`config.mk`:
```
export PLATFORM = sky130hd
export DESIGN_NAME = tsca_config_alarm
export DESIGN_NICKNAME = d
export VERILOG_FILES = /design/src/rtl/tsca_pkg.sv /design/src/rtl/tsca_fault_filter.sv /design/src/rtl/tsca_config_alarm.sv
export SDC_FILE = /design/constraint.sdc
export NUM_CORES = 1
export LEC_CHECK = 0
export ABC_AREA = 1
export BUFFER_PORTS_ARGS = -buffer_cell sky130_fd_sc_hd__buf_4
export CORE_MARGIN = 3
export CORE_UTILIZATION = 51
export DETAILED_ROUTE_END_ITERATION = 12
export PLACE_DENSITY = 0.76
export SYNTH_ARGS = -nofsm -noshare
export SYNTH_HDL_FRONTEND = slang
export SYNTH_SLANG_ARGS = --single-unit
export TNS_END_PERCENT = 1
```
`constraint.sdc`:
```
create_clock -name clk_sys_i -period 2.75 [get_ports clk_sys_i]
set_input_delay 0.4125 -clock clk_sys_i [delete_from_list [all_inputs] [get_ports clk_sys_i]]
set_output_delay 0.4125 -clock clk_sys_i [all_outputs]
set_load 0.005 [all_outputs]
```
`src/rtl/tsca_pkg.sv`:
```
// Package: constants for the temperature sensor configuration and alarm block
package tsca_pkg;
   // ****************************************************
   // Register addressing
   // ****************************************************
   localparam logic [1:0] PTR_CONFIG = 2'h1;
   localparam logic [1:0] PTR_MASK = 2'h3;
   // ****************************************************
   // Field positions in the 16-bit configuration word
   // ****************************************************
   localparam int BIT_ONESHOT = 15;
   localparam int BIT_RES_HI = 14;
   localparam int BIT_RES_LO = 13;
   localparam int BIT_FAULT_HI = 12;
   localparam int BIT_FAULT_LO = 11;
   localparam int BIT_POL = 10;
   localparam int BIT_STYLE = 9;
   localparam int BIT_SHUTDOWN = 8;
   localparam int BIT_RATE_HI = 7;
   localparam int BIT_RATE_LO = 6;
   localparam int BIT_ALARM = 5;
   localparam int BIT_EXTEND = 4;
   // ****************************************************
   // Reset values
   // ****************************************************
   localparam logic [1:0] RATE_RESET = 2'h2;
   localparam logic [1:0] FAULT_RESET = 2'h0;
   localparam logic [1:0] RES_READ = 2'h3;
   // ****************************************************
   // Fault counts and conversion periods
   // ****************************************************
   localparam logic [2:0] FAULTS_1 = 3'h1;
   localparam logic [2:0] FAULTS_2 = 3'h2;
   localparam logic [2:0] FAULTS_4 = 3'h4;
   localparam logic [2:0] FAULTS_6 = 3'h6;
   localparam int CLK_HZ = 20_000_000;
   localparam int PERIOD_025_MS = 4000;
   localparam int PERIOD_1_MS = 1000;
   localparam int PERIOD_4_MS = 250;
   localparam int PERIOD_8_MS = 125;
   localparam int CYC_025 = PERIOD_025_MS * (CLK_HZ / 1000);
   localparam int CYC_1 = PERIOD_1_MS * (CLK_HZ / 1000);
   localparam int CYC_4 = PERIOD_4_MS * (CLK_HZ / 1000);
   localparam int CYC_8 = PERIOD_8_MS * (CLK_HZ / 1000);
   localparam int TEMP_W = 13;
endpackage

```
`src/rtl/tsca_fault_filter.sv`:
```
// Module: consecutive fault counter with comparator-style alarm state
`timescale 1ns/100ps
`default_nettype none
module tsca_fault_filter
(
   input wire logic clk_sys_i,
   input wire logic reset_i,
   input wire logic sample_i,
   input wire logic over_i,
   input wire logic under_i,
   input wire logic [2:0] need_i,
   output logic alarm_o
);
   logic alarm_reg;
   logic alarm_next;
   logic [2:0] count_reg;
   logic [2:0] count_next;

   always_comb
   begin
      alarm_next = alarm_reg;
      count_next = count_reg;
      if (sample_i)
      begin
         // Count only results that argue for leaving the current state
         if ((!alarm_reg && over_i) || (alarm_reg && under_i))
         begin
            if (count_reg + 3'h1 >= need_i)
            begin
               alarm_next = !alarm_reg; // RULE_03 RULE_04
               count_next = 3'h0;
            end
            else
            begin
               count_next = count_reg + 3'h1; // RULE_07
            end
         end
         else
         begin
            count_next = 3'h0;
         end
      end
   end

   always_ff @(posedge clk_sys_i)
   begin
      if (reset_i)
      begin
         alarm_reg <= 1'b0;
         count_reg <= 3'h0;
      end
      else
      begin
         alarm_reg <= alarm_next;
         count_reg <= count_next;
      end
   end

   assign alarm_o = alarm_reg;
endmodule
`default_nettype wire

```
`src/rtl/tsca_config_alarm.sv`:
```
// Module: configuration register and alarm status of the temperature sensor
`timescale 1ns/100ps
`default_nettype none
// Contract
// RULE_01: Configuration bit 8 set to 1 stops conversions; 0, the reset value, converts.
// RULE_02: The rate field picks 0.25, 1, 4 or 8 Hz conversions and resets to 4 Hz.
// RULE_03: With polarity 0 the alarm status resets to 1 and drops to 0 after enough hot results.
// RULE_04: Once 0 it returns to 1 after enough consecutive results below the lower limit.
// RULE_05: With polarity 1 the alarm status is the inverse of the polarity 0 behaviour.
// RULE_06: The output style select does not change the alarm status hysteresis.
// RULE_07: The fault field needs one, two, four or six consecutive results.
// RULE_08: The range extension select picks 12-bit or 13-bit format and resets to 0.
// RULE_09: Pointer value 01 reaches the 16-bit configuration word, high byte first.
// RULE_10: The alert output is active high with polarity 1 and active low with polarity 0.
// RULE_11: The four lowest configuration bits ignore writes and read as zero.
module tsca_config_alarm
(
   input wire logic clk_sys_i,
   input wire logic reset_i,
   input wire logic [1:0] pointer_i,
   input wire logic byte_wr_i,
   input wire logic byte_rd_i,
   input wire logic byte_first_i,
   input wire logic [7:0] wr_byte_i,
   output logic [7:0] rd_byte_o,
   input wire logic result_valid_i,
   input wire logic signed [12:0] temp_i,
   input wire logic signed [12:0] upper_limit_i,
   input wire logic signed [12:0] lower_limit_i,
   input wire logic converting_i,
   output logic shutdown_select_o,
   output logic convert_start_o,
   output logic range_extend_select_o,
   output logic output_style_select_o,
   output logic alert_o
);
   // ****************************************************
   // Configuration state
   // ****************************************************
   logic shutdown_reg;
   logic shutdown_next;
   logic [1:0] rate_reg;
   logic [1:0] rate_next;
   logic [1:0] fault_reg;
   logic [1:0] fault_next;
   logic pol_reg;
   logic pol_next;
   logic style_reg;
   logic style_next;
   logic extend_reg;
   logic extend_next;
   logic second_reg;
   logic second_next;
   logic [7:0] rd_reg;
   logic [7:0] rd_next;
   logic [27:0] tick_reg;
   logic [27:0] tick_next;
   logic start_reg;
   logic start_next;
   logic [15:0] config_word;
   logic [27:0] period;
   logic [2:0] need;
   logic raw_alarm;
   logic alarm_status;
   logic hot;
   logic cold;

   // ****************************************************
   // Readback word
   // ****************************************************
   // Idle reads as inverse of polarity, tripped reads as polarity
   assign alarm_status = raw_alarm ? pol_reg : !pol_reg; // RULE_03 RULE_05
   always_comb
   begin
      config_word = 16'h0000; // RULE_11
      config_word[tsca_pkg::BIT_ONESHOT] = !converting_i;
      config_word[tsca_pkg::BIT_RES_HI] = tsca_pkg::RES_READ[1];
      config_word[tsca_pkg::BIT_RES_LO] = tsca_pkg::RES_READ[0];
      config_word[tsca_pkg::BIT_FAULT_HI] = fault_reg[1];
      config_word[tsca_pkg::BIT_FAULT_LO] = fault_reg[0];
      config_word[tsca_pkg::BIT_POL] = pol_reg;
      config_word[tsca_pkg::BIT_STYLE] = style_reg;
      config_word[tsca_pkg::BIT_SHUTDOWN] = shutdown_reg;
      config_word[tsca_pkg::BIT_RATE_HI] = rate_reg[1];
      config_word[tsca_pkg::BIT_RATE_LO] = rate_reg[0];
      config_word[tsca_pkg::BIT_ALARM] = alarm_status;
      config_word[tsca_pkg::BIT_EXTEND] = extend_reg;
   end

   // ****************************************************
   // Register access
   // ****************************************************
   always_comb
   begin
      shutdown_next = shutdown_reg;
      rate_next = rate_reg;
      fault_next = fault_reg;
      pol_next = pol_reg;
      style_next = style_reg;
      extend_next = extend_reg;
      second_next = second_reg;
      rd_next = rd_reg;
      if ((byte_wr_i || byte_rd_i) && pointer_i == tsca_pkg::PTR_CONFIG) // RULE_09
      begin
         if (byte_first_i)
         begin
            second_next = 1'b1;
         end
         else
         begin
            second_next = !second_reg;
         end
         if (byte_rd_i)
         begin
            rd_next = (byte_first_i || !second_reg) ? config_word[15:8] : config_word[7:0]; // RULE_09
         end
         else if (byte_first_i || !second_reg)
         begin
            fault_next = wr_byte_i[4:3]; // RULE_07
            pol_next = wr_byte_i[2]; // RULE_10
            style_next = wr_byte_i[1]; // RULE_06
            shutdown_next = wr_byte_i[0]; // RULE_01
         end
         else
         begin
            rate_next = wr_byte_i[7:6]; // RULE_02
            extend_next = wr_byte_i[4]; // RULE_08
         end
      end
   end

   // ****************************************************
   // Conversion pacing
   // ****************************************************
   always_comb
   begin
      case (rate_reg)
         2'h0: period = 28'(tsca_pkg::CYC_025);
         2'h1: period = 28'(tsca_pkg::CYC_1);
         2'h2: period = 28'(tsca_pkg::CYC_4);
         default: period = 28'(tsca_pkg::CYC_8);
      endcase
      tick_next = tick_reg + 28'h000_0001;
      start_next = 1'b0;
      if (shutdown_reg) // RULE_01
      begin
         tick_next = 28'h000_0000;
      end
      else if (tick_reg + 28'h000_0001 >= period) // RULE_02
      begin
         tick_next = 28'h000_0000;
         start_next = 1'b1;
      end
   end

   always_ff @(posedge clk_sys_i)
   begin
      if (reset_i)
      begin
         shutdown_reg <= 1'b0;
         rate_reg <= tsca_pkg::RATE_RESET;
         fault_reg <= tsca_pkg::FAULT_RESET;
         pol_reg <= 1'b0;
         style_reg <= 1'b0;
         extend_reg <= 1'b0;
         second_reg <= 1'b0;
         rd_reg <= 8'h00;
         tick_reg <= 28'h000_0000;
         start_reg <= 1'b0;
      end
      else
      begin
         shutdown_reg <= shutdown_next;
         rate_reg <= rate_next;
         fault_reg <= fault_next;
         pol_reg <= pol_next;
         style_reg <= style_next;
         extend_reg <= extend_next;
         second_reg <= second_next;
         rd_reg <= rd_next;
         tick_reg <= tick_next;
         start_reg <= start_next;
      end
   end

   // ****************************************************
   // Alarm filtering
   // ****************************************************
   always_comb
   begin
      case (fault_reg)
         2'h0: need = tsca_pkg::FAULTS_1;
         2'h1: need = tsca_pkg::FAULTS_2;
         2'h2: need = tsca_pkg::FAULTS_4;
         default: need = tsca_pkg::FAULTS_6;
      endcase
   end

   assign hot = temp_i >= upper_limit_i; // RULE_03
   assign cold = temp_i < lower_limit_i; // RULE_04

   // Comparator hysteresis regardless of output style
   tsca_fault_filter u_filter
   (
      .clk_sys_i(clk_sys_i),
      .reset_i(reset_i),
      .sample_i(result_valid_i),
      .over_i(hot),
      .under_i(cold),
      .need_i(need),
      .alarm_o(raw_alarm)
   ); // RULE_06

   assign rd_byte_o = rd_reg;
   assign shutdown_select_o = shutdown_reg;
   assign convert_start_o = start_reg;
   assign range_extend_select_o = extend_reg;
   assign output_style_select_o = style_reg;
   assign alert_o = raw_alarm ? pol_reg : !pol_reg; // RULE_10
endmodule
`default_nettype wire

```
# Yosys cells after proc, flatten, opt, wreduce, memory -nomap -nowiden
# Index checks and enable logic that the tools add are counted.
# classes
add_sub_neg	2
n_lt_le_gt_ge	4
eq_ne	5
mux	8
n_bitwise	2
reduce_logical	18
# op_table
cell	n
one-hot mux 27 bit (3 select lines)	1
adder 28 x 1 -> 28 bit (second input constant)	1
>= comparator 28 bit	1
>= comparator 13 bit	1
less-than comparator 13 bit	1
one-hot mux 3 bit (3 select lines)	1
AND reduction 3 bit	3
two-way mux 8 bit	1
equality test 2 x 1 -> 1 bit (second input constant)	3
two-way mux 3 bit	2
equality test 2 bit (second input constant)	2
logical NOT 1 bit	4
logical NOT 2 bit	2
adder 3 x 1 -> 3 bit (second input constant)	1
>= comparator 3 bit	1
logical AND 1 bit	3
logical OR 1 bit	3
two-way mux 1 bit	3
OR reduction 3 bit	1
inverter 1 bit	2
AND reduction 2 bit	1
OR reduction 2 bit	1
# word_totals
regBits	50
in_bits	56
out_inout_bits	13
elab_cells	51

# Logic depth before layout (Yosys ltp)
# Gate-level depths: netlist (run 1).
# depth
depth_word	5
depth_mapped	24
depth_no_buf	24

# Hierarchy
# Synthesis (run 1) repeated with hierarchy kept, for this count alone.
# unflattened
hier_cells	536
hier_area_um2	3836.2
# modules_own_cells
module	n_inst	cells_per_inst	area_per_inst_um2	seq_area_each_um2
tsca_config_alarm	1	493	3535.9	920.9
tsca_fault_filter	1	43	300.3	80.1

# Least setup slack after synthesis (run 1)
# Ideal clock, no wire load.
# synth_timing
kind	register -> register
startpoint	register tick_reg[0]
endpoint	register tick_reg[15]
setup_ns	0.119
arrival_time_ns	2.767
required_time_ns	2.631
slack_ns	-0.136
stages_incl_launch_ff	22
n_path_buf	1
synth_period_minus_slack_ns	2.886
cell_sequence	dfxtp_1 > ha_1 > nand3_1 > inv_1 > nand2_1 > nor2_1 > inv_1 > nor2_1 > inv_1 > nor2_1 > nand2_1 > o21ai_0 > inv_1 > ha_1 > nand3_1 > nor4b_1 > nand2_1 > nand2_1 > nand2_1 > nand4_4 > buf_6 > nor2_2
# synth_via
elab_chain_len	3
# synth_rtl
element	line_no	text
from (decl)	tsca_config_alarm.sv:56	logic [27:0] tick_reg;
from (signal assigned)	tsca_config_alarm.sv:181	tick_reg <= tick_next;
adder 28 x 1 -> 28 bit *	tsca_config_alarm.sv:143, tsca_config_alarm.sv:149	
>= comparator 28 bit	tsca_config_alarm.sv:149	else if (tick_reg + 28'h000_0001 >= period)
OR reduction 3 bit (no line)	n/a	
# Every way passes the cells marked *; elsewhere a longest branch is shown, timed or not.
# A chain may end at the register's enable or synchronous reset.

# Final worst setup path (run 1)
# layout_timing
startpoint	register tick_reg[1]
endpoint	register tick_reg[9]
# The elaborated chain is that of the path after synthesis.

==> metrics.yaml, run 1 <==
timing:
  timing.final.ws_setup_ns: -0.1729
  timing.setup.tns_ns: -4.019
  hold_slack_ns: 0.2965
  rsz0062_at_grt: "true"
  report.final.setup_viol: 27
  report.final.slew_viol_count: 0
  final_worst_clock_skew_ns: 0.01279
  hold_viol: 0
  max_freq_mhz: 342.1
  timing.final.crit_share_pct: 106.3
  final_period_minus_worst_setup_slack_ns: 2.923
die:
  die_w_um: 92.35
  design.portCount: 69
  design.core.area_um2: 7019
  die_area_um2: 8528
  initial_util_pct: 54.17
  floorplan.die.height_um: 92.35
  rows: 30
power:
  power.density_nw_per_um2: 321.4
  irDropWorstVdd_uv: 279.8
  leakagePower_nw: 2.484
run:
  max_cap_viol_count: 0
cts:
  ctsHoldBuffers: 0
  cts_made_buffers: 5
  clk_latency_ns: 0.32
  cts.reportedPaths.clkPinSlew_ns: 0.10
  cts_root_buffer: "sky130_fd_sc_hd__clkbuf_8"
  cts.sink_count: 50
  number_of_setup_buffers_added_after_cts: 0
  clk_path_buf_depth: 2
  htree_depth: 2
  cts_tree: "done"
global_route:
  grt_util_all_layers_pct: 21.78
  first_global_vias: 3678
  grt_max_degree: 17
  grt.overflow.total: 0
  first_pass_grt_wire_length_um: 15350
  antenna_violations_before_repair: 0
setup_path:
  cpPeakStageDelay_ns: 0.36
  crit_path_start: "tick_reg[1]"
  cpLargestDelayFamily: "simple AND/OR/NAND/NOR gates"
  critical_path.n_buffers_inverters: 2
  setup.worst_path.class: "reg2reg"
  cp_data_arrival_time_ns: 3.18
  startpoint_type: "register"
  reg2reg_from: "tick_reg[1]"
  critPathCaptureType: "register"
  critPathRequiredTime_ns: 3.01
  timing.critical_path.slowest_stage_cell: "sky130_fd_sc_hd__dfxtp_2"
  crit_path_cells: "buf_4, nand2_1, nor3_4, nand3_2, nor3_1, xor2_1, ha_1, a21oi_1, nor2_1, nor2_1, nand3_1, a21oi_1, nand2_1, nand2_2, nand4_4, buf_12, nor2_2"
  worstPathMaxFanout: 15
  r2r_slack_ns: -0.17
run_status:
  violations: "setup timing"
  result_of_the_run: "complete, but fails checks"
layout:
  syn2layout_area_growth_pct: 28.17
  mostFrequentLayoutCells: "sky130_fd_sc_hd__buf_4 (108), sky130_fd_sc_hd__inv_1 (107), sky130_fd_sc_hd__nand2_1 (104), sky130_fd_sc_hd__ha_1 (55), sky130_fd_sc_hd__dfxtp_1 (48)"
  antennaDiodeCount: 0
  final_nets: 763
  fillers: 587
  largest_register_ffs: 28
  layout.cells.most_common: "sky130_fd_sc_hd__buf_4"
  share_of_cells_above_drive_strength_1_pct: 25.77
routing:
  drtIter0Drc: 94
  detail_route.drc_violations: 0
  post_drt_wl_per_cell_um: 11.88
  route.vias.total: 3650
  detailed_route_wl_um: 8885
  vias_per_cell: 4.880
  dr.pass1.iters: 4
  ant_nets: 0
synth:
  synthesis.yosys.warnings: 0
  synth_edf_count: 0
  synthesis.instances: 538
  yosys_register_bits: 50
  synth-seq-area-share_pct: 26.32
  postSynth.asyncResetShare_pct: 0
  synth_cell_type_count: 38
  synth_ff_type: "sky130_fd_sc_hd__dfxtp_1"
  synth.cell_area_um2: 3802
  syn-num-nets: 650
  syn-mean-instance-area_um2: 7.068
hold_path:
  min_path_type: "in2reg"
  min-delay-start: "result_valid_i"
placement:
  dp_hpwl_um: 7312
  port_buffers: 67
  placer_congestion_estimate: 0.8965
-- synth_stat cells, types with 3 or more instances --
library cell              count  area share, %
sky130_fd_sc_hd__a21oi_1     29            3.8
sky130_fd_sc_hd__a31oi_1      3           0.49
sky130_fd_sc_hd__dfxtp_1     50             26
sky130_fd_sc_hd__ha_1        56             18
sky130_fd_sc_hd__inv_1      108             11
sky130_fd_sc_hd__nand2_1    106             10
sky130_fd_sc_hd__nand2_2      3           0.49
sky130_fd_sc_hd__nand3_1     24            3.2
sky130_fd_sc_hd__nand4_1      9            1.5
sky130_fd_sc_hd__nor2_1      49            4.8
sky130_fd_sc_hd__nor2_2      21            3.5
sky130_fd_sc_hd__nor2_4       3           0.89
sky130_fd_sc_hd__nor3_1       9            1.2
sky130_fd_sc_hd__nor4_1       3           0.49
sky130_fd_sc_hd__o21ai_0     19            2.5
sky130_fd_sc_hd__xnor2_1      5            1.2
sky130_fd_sc_hd__xor2_1      14            3.2
-- final timing paths --
path,endpoint,cells past startpoint
min,u_filter.count_reg[2],2
min reg2reg,rd_byte_o[5],2
max,tick_reg[9],17
max reg2reg,tick_reg[9],17
-- worst register-to-register path: stages (launching register included) --
cell	delay (ns)
sky130_fd_sc_hd__dfxtp_2	0.36
sky130_fd_sc_hd__buf_4	0.11
sky130_fd_sc_hd__nand2_1	0.08
sky130_fd_sc_hd__nor3_4	0.17
sky130_fd_sc_hd__nand3_2	0.14
sky130_fd_sc_hd__nor3_1	0.32
sky130_fd_sc_hd__xor2_1	0.29
sky130_fd_sc_hd__ha_1	0.30
sky130_fd_sc_hd__a21oi_1	0.16
sky130_fd_sc_hd__nor2_1	0.05
sky130_fd_sc_hd__nor2_1	0.10
sky130_fd_sc_hd__nand3_1	0.08
sky130_fd_sc_hd__a21oi_1	0.13
sky130_fd_sc_hd__nand2_1	0.08
sky130_fd_sc_hd__nand2_2	0.09
sky130_fd_sc_hd__nand4_4	0.12
sky130_fd_sc_hd__buf_12	0.19
sky130_fd_sc_hd__nor2_2	0.10
-- area by class of cell --
type / count / area, µm² / area share [%]
flip-flops and latches: 50 / 1006 / 20.64
clock inverters: 3 / 45.04 / 0.9243
multi-input cells: 375 / 2374 / 48.70
repair buffers: 110 / 850.8 / 17.46
clock buffers: 5 / 68.82 / 1.412
inverters: 109 / 409.1 / 8.395
well taps: 96 / 120.1 / 2.465
-- what timing repair did --
action	CTS	global route
endpoints found under the setup margin	28	28
gates resized for setup	5	3
cloned	0	0
pin swaps	1	0
-- report_power, final --
group / switching (mW) / internal, mW
Sequential: 0.0122 / 0.739
Combinational: 0.137 / 0.136
Clock: 0.271 / 0.271
Total: 0.421 / 1.15
-- cells by family after synthesis --
group                    after synthesis  synth area share (%)
buffers and inverters                113                 12.31
AO/OA/AOI/OAI                         60                 8.884
other                                  1               0.09862
flip-flops                            50                 26.32
adder cells (fa/ha/maj)               56                 18.43
AND/OR/NAND/NOR                      239                 29.58
XOR/XNOR                              19                 4.376
-- per-stage QoR --
| stage | setup WS, ns | utilization, % | power (mW) | instance area, µm² | cells |
|---|---|---|---|---|---|
| 2_1_floorplan | 0.01334 | - | 0.9266 | 3834 | 538 |
| 3_3_place_gp | -0.1073 | 67.50 | 1.031 | 4738 | 740 |
| 3_5_place_dp | -0.1934 | 67.50 | 1.041 | 4738 | 740 |
| 4_1_cts | -0.1415 | 69.39 | 1.575 | 4871 | 748 |
| 5_1_grt | -0.3973 | 69.43 | 1.642 | 4873 | 748 |
| 6_report | -0.1729 | 69.43 | 1.566 | 4873 | 748 |
-- per-layer routing --
| layer | GRT usage (%) | up-vias | wire (µm) |
|---|---|---|---|
| met5 | 0 | - | 0 |
| met4 | 6.559 | 0 | 157 |
| met3 | 3.899 | 17 | 359 |
| met2 | 39.94 | 69 | 4444 |
| met1 | 25.61 | 1642 | 3925 |
| li1 | - | 1922 | - |
Power figures use the tool's default switching activity.
==> run 2, diff against run 1 <==
--- a/config.mk
+++ b/config.mk
@@ -7,10 +7,12 @@
 export LEC_CHECK = 0
 export ABC_AREA = 1
 export BUFFER_PORTS_ARGS = -buffer_cell sky130_fd_sc_hd__buf_4
-export CORE_MARGIN = 3
-export CORE_UTILIZATION = 51
+export CELL_PAD_IN_SITES_DETAIL_PLACEMENT = 1
+export CELL_PAD_IN_SITES_GLOBAL_PLACEMENT = 1
+export CORE_MARGIN = 2
+export CORE_UTILIZATION = 36
 export DETAILED_ROUTE_END_ITERATION = 12
-export PLACE_DENSITY = 0.76
+export PLACE_DENSITY = 0.75
 export SYNTH_ARGS = -nofsm -noshare
 export SYNTH_HDL_FRONTEND = slang
 export SYNTH_SLANG_ARGS = --single-unit
==> metrics.yaml, run 2 (synthesized netlist as in run 1, its figures left out) <==
run_status:
  result_of_the_run: "complete, but fails checks"
  violations: "setup timing"
routing:
  ant_nets: 0  # unchanged
  detail_route.drc_violations: 0  # unchanged
  vias_per_cell: 4.857  # -0.46%
  drtIter0Drc: 93  # -1.1%
  dr.pass1.iters: 4  # unchanged
  route.vias.total: 3881  # +6.3%
  post_drt_wl_per_cell_um: 14.87  # +25%
  detailed_route_wl_um: 11880  # +34%
timing:
  timing.final.ws_setup_ns: -0.3735  # -0.2006 ns
  rsz0062_at_grt: "true"
  timing.final.crit_share_pct: 113.6  # +7.3 points
  max_freq_mhz: 320.2  # -6.4%
  final_period_minus_worst_setup_slack_ns: 3.124  # +0.2006 ns
  report.final.setup_viol: 28  # +3.7%
  final_worst_clock_skew_ns: 0.01305  # +0.0002613 ns
  timing.setup.tns_ns: -9.265  # -5.246 ns
  hold_viol: 0  # unchanged
  report.final.slew_viol_count: 0  # unchanged
layout:
  final_nets: 774  # +1.4%
  share_of_cells_above_drive_strength_1_pct: 30.77  # +5.0 points
  syn2layout_area_growth_pct: 37.12
  antennaDiodeCount: 0  # unchanged
  fin_area_um2: 5214  # +7.0%
  mostFrequentLayoutCells: "sky130_fd_sc_hd__buf_4 (115), sky130_fd_sc_hd__inv_1 (105), sky130_fd_sc_hd__nand2_1 (101), sky130_fd_sc_hd__ha_1 (52), sky130_fd_sc_hd__dfxtp_1 (48)"
  final-instance-count-excl-fill: 799  # +6.8%
  largest_register_ffs: 28  # unchanged
  layout.cells.most_common: "sky130_fd_sc_hd__buf_4"
setup_path:
  worstPathMaxFanout: 5  # -10
  cpMostUsedCell: "sky130_fd_sc_hd__nand2_1"
  startpoint_type: "register"
  r2r.worst_path.cells: 21  # +4
  critPathCaptureType: "register"
  timing.critical_path.slowest_stage_cell: "sky130_fd_sc_hd__dfxtp_4"
  critPathRequiredTime_ns: 3.01  # about the same
  cp_data_arrival_time_ns: 3.38  # +0.20 ns
  setup.worst_path.class: "reg2reg"
  path_depth: 21  # +4
  critical_path.n_buffers_inverters: 4  # +2
  cpLargestDelayFamily: "simple AND/OR/NAND/NOR gates"
  cpPeakStageDelay_ns: 0.37  # about the same
  crit_path_cells: "ha_4, nand3_4, inv_2, nand3_2, or2_4, nor2_4, inv_1, or2_1, xnor2_1, buf_4, ha_4, nand2_1, o21ai_1, nand2_1, nand3_2, a21oi_2, nand2_1, nand2_2, nand4_4, clkbuf_16, nor2_2"
cts:
  cts.reportedPaths.clkPinSlew_ns: 0.10  # about the same
  clk_latency_ns: 0.32  # about the same
  htree_depth: 2  # unchanged
  cts_root_buffer: "sky130_fd_sc_hd__clkbuf_8"
  cts.sink_count: 50  # unchanged
  clk_path_buf_depth: 2  # unchanged
  cts_tree: "done"
  cts_made_buffers: 5  # unchanged
  ctsHoldBuffers: 0  # unchanged
global_route:
  first_pass_grt_wire_length_um: 18350  # +20%
  first_global_vias: 4097  # +11%
  grt_max_degree: 16  # -1
  grt_util_all_layers_pct: 19.94  # -1.8 points
  antenna_violations_before_repair: 0  # unchanged
  grt.overflow.total: 0  # unchanged
power:
  total_power_mw: 1.580  # +0.89%
  leakagePower_nw: 2.600  # +4.7%
  power.density_nw_per_um2: 303.1  # -5.7%
  irDropWorstVdd_uv: 210.8  # -25%
die:
  die_area_um2: 11400  # +34%
  die_w_um: 106.8  # +16%
  rows: 37  # +23%
  design.portCount: 69  # unchanged
  initial_util_pct: 37.00  # -17 points
  floorplan.die.height_um: 106.8  # +16%
  design.core.area_um2: 10280  # +46%
placement:
  dpl-instance-area_um2: 4818  # +1.7%
  placer_congestion_estimate: 0.8029  # -10%
  port_buffers: 67  # unchanged
  dp_cells: 784  # +5.9%
  dp_hpwl_um: 9194  # +26%
hold_path:
  min_path_cells: 2  # unchanged
  min_path_type: "in2reg"
run:
  max_cap_viol_count: 0  # unchanged
==> run 2: cell count changes in the layout (fill, tap and decap cells not counted), moves of 3 or more <==
cell / previous run / this run
sky130_fd_sc_hd__a21oi_1: 29 / 26
sky130_fd_sc_hd__a21oi_2: 0 / 3
sky130_fd_sc_hd__buf_4: 108 / 115
sky130_fd_sc_hd__buf_6: 0 / 3
sky130_fd_sc_hd__ha_1: 55 / 52
sky130_fd_sc_hd__ha_4: 1 / 4
sky130_fd_sc_hd__nand2_1: 104 / 101
sky130_fd_sc_hd__nor2_1: 47 / 42
sky130_fd_sc_hd__nor2_2: 23 / 26
sky130_fd_sc_hd__xor2_1: 14 / 9
sky130_fd_sc_hd__xor2_2: 0 / 4
==> run 2: path summary, 6_finish.rpt <==
| check | slack, ns | to | from |
|---|---|---|---|
| worst min register to register | 0.46 | second_reg | second_reg |
| worst min-delay path | 0.31 | u_filter.count_reg[1] | result_valid_i |
| worst max register to register | -0.37 | tick_reg[12] | tick_reg[0] |
| worst max-delay path | -0.37 | tick_reg[12] | tick_reg[0] |
==> run 2: metrics by stage <==
stage / utilization [%] / hold slack [ns] / setup slack, ns
after detailed placement: 46.88 / 0.4497 / -0.3557
after global placement: 46.88 / 0.4446 / -0.2288
after floorplan: - / 0.4304 / 0.01334
after global routing: 50.73 / 0.3166 / -0.5677
final: 50.73 / 0.3087 / -0.3735
after CTS: 48.21 / 0.2995 / -0.2270
==> run 2: area by class of cell <==
cell class	count	area (µm²)
clock buffers	7	76.32
clock inverters	1	30.03
fillers	1342	5064
inverters	109	409.1
multi-input cells	375	2560
flip-flops and latches	50	1006
well taps	136	170.2
repair buffers	121	962.2
==> run 2: timing repair <==
| item | CTS | global route |
|---|---|---|
| gates cloned | 0 | 1 |
| pin swaps | 0 | 11 |
| gates resized for setup | 6 | 39 |
| endpoints found under the setup margin | 28 | 28 |
| setup buffers | 0 | 6 |
==> run 2: where the power goes <==
part           internal [mW]  switching, mW  leakage [nW]
Clock                  0.273          0.261        0.0524
Combinational          0.145          0.149          2.14
Sequential             0.739         0.0129         0.406
Total                   1.16          0.424          2.60
==> run 2: routing by layer <==
metal	global-route usage, %	part of all wire [%]	vias to the layer above
met5	0	0	-
met4	6.030	2.4	0
met3	2.432	2.9	19
met2	38.13	53	62
met1	22.93	41	1854
li1	-	-	1946
==> run 3, diff against run 2 <==
--- a/config.mk
+++ b/config.mk
@@ -12,7 +12,7 @@
 export CORE_MARGIN = 2
 export CORE_UTILIZATION = 36
 export DETAILED_ROUTE_END_ITERATION = 12
-export PLACE_DENSITY = 0.75
+export PLACE_DENSITY = 0.84
 export SYNTH_ARGS = -nofsm -noshare
 export SYNTH_HDL_FRONTEND = slang
 export SYNTH_SLANG_ARGS = --single-unit
==> metrics.yaml, run 3 (synthesized netlist as in run 1, its figures left out) <==
setup_path:
  worstPathMaxFanout: 6  # +1
  reg2reg_from: "tick_reg[2]"
  cp_data_arrival_time_ns: 3.43  # +0.05 ns
  startpoint_type: "register"
  r2r_end: "tick_reg[21]"
  setup.worst_path.class: "reg2reg"
  r2r.worst_path.cells: 18  # -14%
  critPathCaptureType: "register"
  critPathRequiredTime_ns: 2.97  # -0.04 ns
  r2r_slack_ns: -0.46  # -0.09 ns
  crit_path_start: "tick_reg[2]"
global_route:
  grt.overflow.total: 0  # unchanged
  grt_util_all_layers_pct: 21.77  # +1.8 points
  first_global_vias: 4249  # +3.7%
  first_pass_grt_wire_length_um: 19870  # +8.3%
  antenna_violations_before_repair: 0  # unchanged
  grt_max_degree: 16  # unchanged
cts:
  cts_tree: "done"
  htree_depth: 2  # unchanged
  cts_root_buffer: "sky130_fd_sc_hd__clkbuf_8"
  cts.reportedPaths.clkPinSlew_ns: 0.10  # about the same
  cts.sink_count: 50  # unchanged
  ctsHoldBuffers: 0  # unchanged
  clk_latency_ns: 0.32  # about the same
  cts_made_buffers: 5  # unchanged
  clk_path_buf_depth: 2  # unchanged
layout:
  antennaDiodeCount: 0  # unchanged
  fillers: 1332  # -0.75%
  fin_area_um2: 5331  # +2.3%
  syn2layout_area_growth_pct: 40.21
  layout.cells.most_common: "sky130_fd_sc_hd__buf_4"
  final_nets: 773  # -0.13%
  largest_register_ffs: 28  # unchanged
  share_of_cells_above_drive_strength_1_pct: 32.02  # +1.3 points
  mostFrequentLayoutCells: "sky130_fd_sc_hd__buf_4 (114), sky130_fd_sc_hd__inv_1 (103), sky130_fd_sc_hd__nand2_1 (100), sky130_fd_sc_hd__ha_1 (54), sky130_fd_sc_hd__dfxtp_1 (45)"
timing:
  rsz0062_at_grt: "true"
  hold_viol: 0  # unchanged
  final_worst_clock_skew_ns: 0.009520  # -0.003527 ns
  max_freq_mhz: 311.1  # -2.8%
  timing.final.ws_setup_ns: -0.4642  # -0.09063 ns
  report.final.setup_viol: 28  # unchanged
  final_period_minus_worst_setup_slack_ns: 3.214  # +0.09063 ns
  timing.final.crit_share_pct: 116.9  # +3.3 points
  report.final.slew_viol_count: 0  # unchanged
routing:
  ant_nets: 0  # unchanged
  detail_route.drc_violations: 0  # unchanged
  post_drt_wl_per_cell_um: 16.34  # +9.9%
  route.vias.total: 3965  # +2.2%
  dr.pass1.iters: 4  # unchanged
  drtIter0Drc: 110  # +18%
  detailed_route_wl_um: 13040  # +9.8%
  vias_per_cell: 4.969  # +2.3%
die:
  design.portCount: 69  # unchanged
  die_w_um: 106.8  # unchanged
  floorplan.die.height_um: 106.8  # unchanged
  rows: 37  # unchanged
  initial_util_pct: 37.00  # unchanged
  die_area_um2: 11400  # unchanged
  design.core.area_um2: 10280  # unchanged
power:
  power.density_nw_per_um2: 322.5  # +6.4%
  total_power_mw: 1.719  # +8.8%
  leakagePower_nw: 2.667  # +2.6%
  irDropWorstVdd_uv: 229.9  # +9.1%
placement:
  detailedPlace.worstSlack_ns: -0.3824  # -0.02671 ns
  placer_congestion_estimate: 0.8292  # +3.3%
  dp_hpwl_um: 9324  # +1.4%
  dpl-instance-area_um2: 4788  # -0.62%
  port_buffers: 67  # unchanged
run_status:
  violations: "setup timing"
  result_of_the_run: "complete, but fails checks"
hold_path:
  min_path_cells: 3  # +1
  min_path_type: "in2reg"
  hold_path_end: "rate_reg[1]"
  min-delay-start: "wr_byte_i[7]"
run:
  max_cap_viol_count: 0  # unchanged
==> run 3: power breakdown <==
part / leakage [nW] / internal [mW] / switching, mW
clock network: 0.0714 / 0.388 / 0.272
registers: 0.409 / 0.737 / 0.0152
logic: 2.19 / 0.153 / 0.154
==> run 3: metrics by stage <==
step / hold WS, ns / utilization [%] / cells / setup TNS, ns
2_1_floorplan: 0.4304 / - / 538 / 0
3_3_place_gp: 0.4456 / 46.59 / 780 / -5.256
3_5_place_dp: 0.4612 / 46.59 / 780 / -9.958
4_1_cts: 0.3158 / 49.89 / 794 / -7.037
5_1_grt: 0.3233 / 51.87 / 798 / -16.52
6_report: 0.3095 / 51.87 / 798 / -12.18
==> run 3: per-layer routing <==
| layer | vias up | part of all wire, % | GRT usage (%) |
|---|---|---|---|
| met2 | 79 | 53 | 41.40 |
| met3 | 25 | 2.6 | 3.283 |
| li1 | 1940 | - | - |
| met5 | - | 0 | 0 |
| met1 | 1921 | 42 | 24.26 |
| met4 | 0 | 2.4 | 7.978 |
==> run 3: final cells by class <==
class	count	area (µm²)	share of cell area (%)
Multi-Input combinational cell	375	2608	48.91
Sequential cell	50	1015	19.03
Inverter	109	409.1	7.674
Timing Repair Buffer	120	987.2	18.52
Tap cell	136	170.2	3.192
Clock buffer	6	82.58	1.549
Clock inverter	2	60.06	1.126
==> run 3: critical path: stages (launching register included) <==
cell and delay [ns]:
sky130_fd_sc_hd__dfxtp_4 0.39, sky130_fd_sc_hd__nand2_2 0.06, sky130_fd_sc_hd__nor3_4 0.26, sky130_fd_sc_hd__nand3_4 0.17
sky130_fd_sc_hd__nor3_4 0.20, sky130_fd_sc_hd__nand3_2 0.12, sky130_fd_sc_hd__xor2_2 0.21, sky130_fd_sc_hd__inv_1 0.09
sky130_fd_sc_hd__ha_1 0.31, sky130_fd_sc_hd__nand2_1 0.08, sky130_fd_sc_hd__nor2_2 0.20, sky130_fd_sc_hd__nor4b_4 0.29
sky130_fd_sc_hd__nand2_1 0.12, sky130_fd_sc_hd__nand2_2 0.11, sky130_fd_sc_hd__nand2_4 0.07, sky130_fd_sc_hd__nand4_4 0.10
sky130_fd_sc_hd__buf_12 0.14, sky130_fd_sc_hd__buf_12 0.14, sky130_fd_sc_hd__nor2_2 0.04
==> run 3: timing repair <==
| action | CTS | global route |
|---|---|---|
| gates cloned | 2 | 0 |
| pin swaps | 10 | 6 |
| gates resized for setup | 25 | 37 |
| setup buffers | 4 | 4 |
| endpoints found under the setup margin | 28 | 28 |
==> run 3: how the worst max path moves through the flow <==
stage	endpoint	slack (ns)
floorplan	tick_reg[11]	0.01
global placement	tick_reg[5]	-0.21
finish	tick_reg[21]	-0.46
detailed placement	tick_reg[5]	-0.38
CTS	tick_reg[22]	-0.27
global route	tick_reg[21]	-0.62
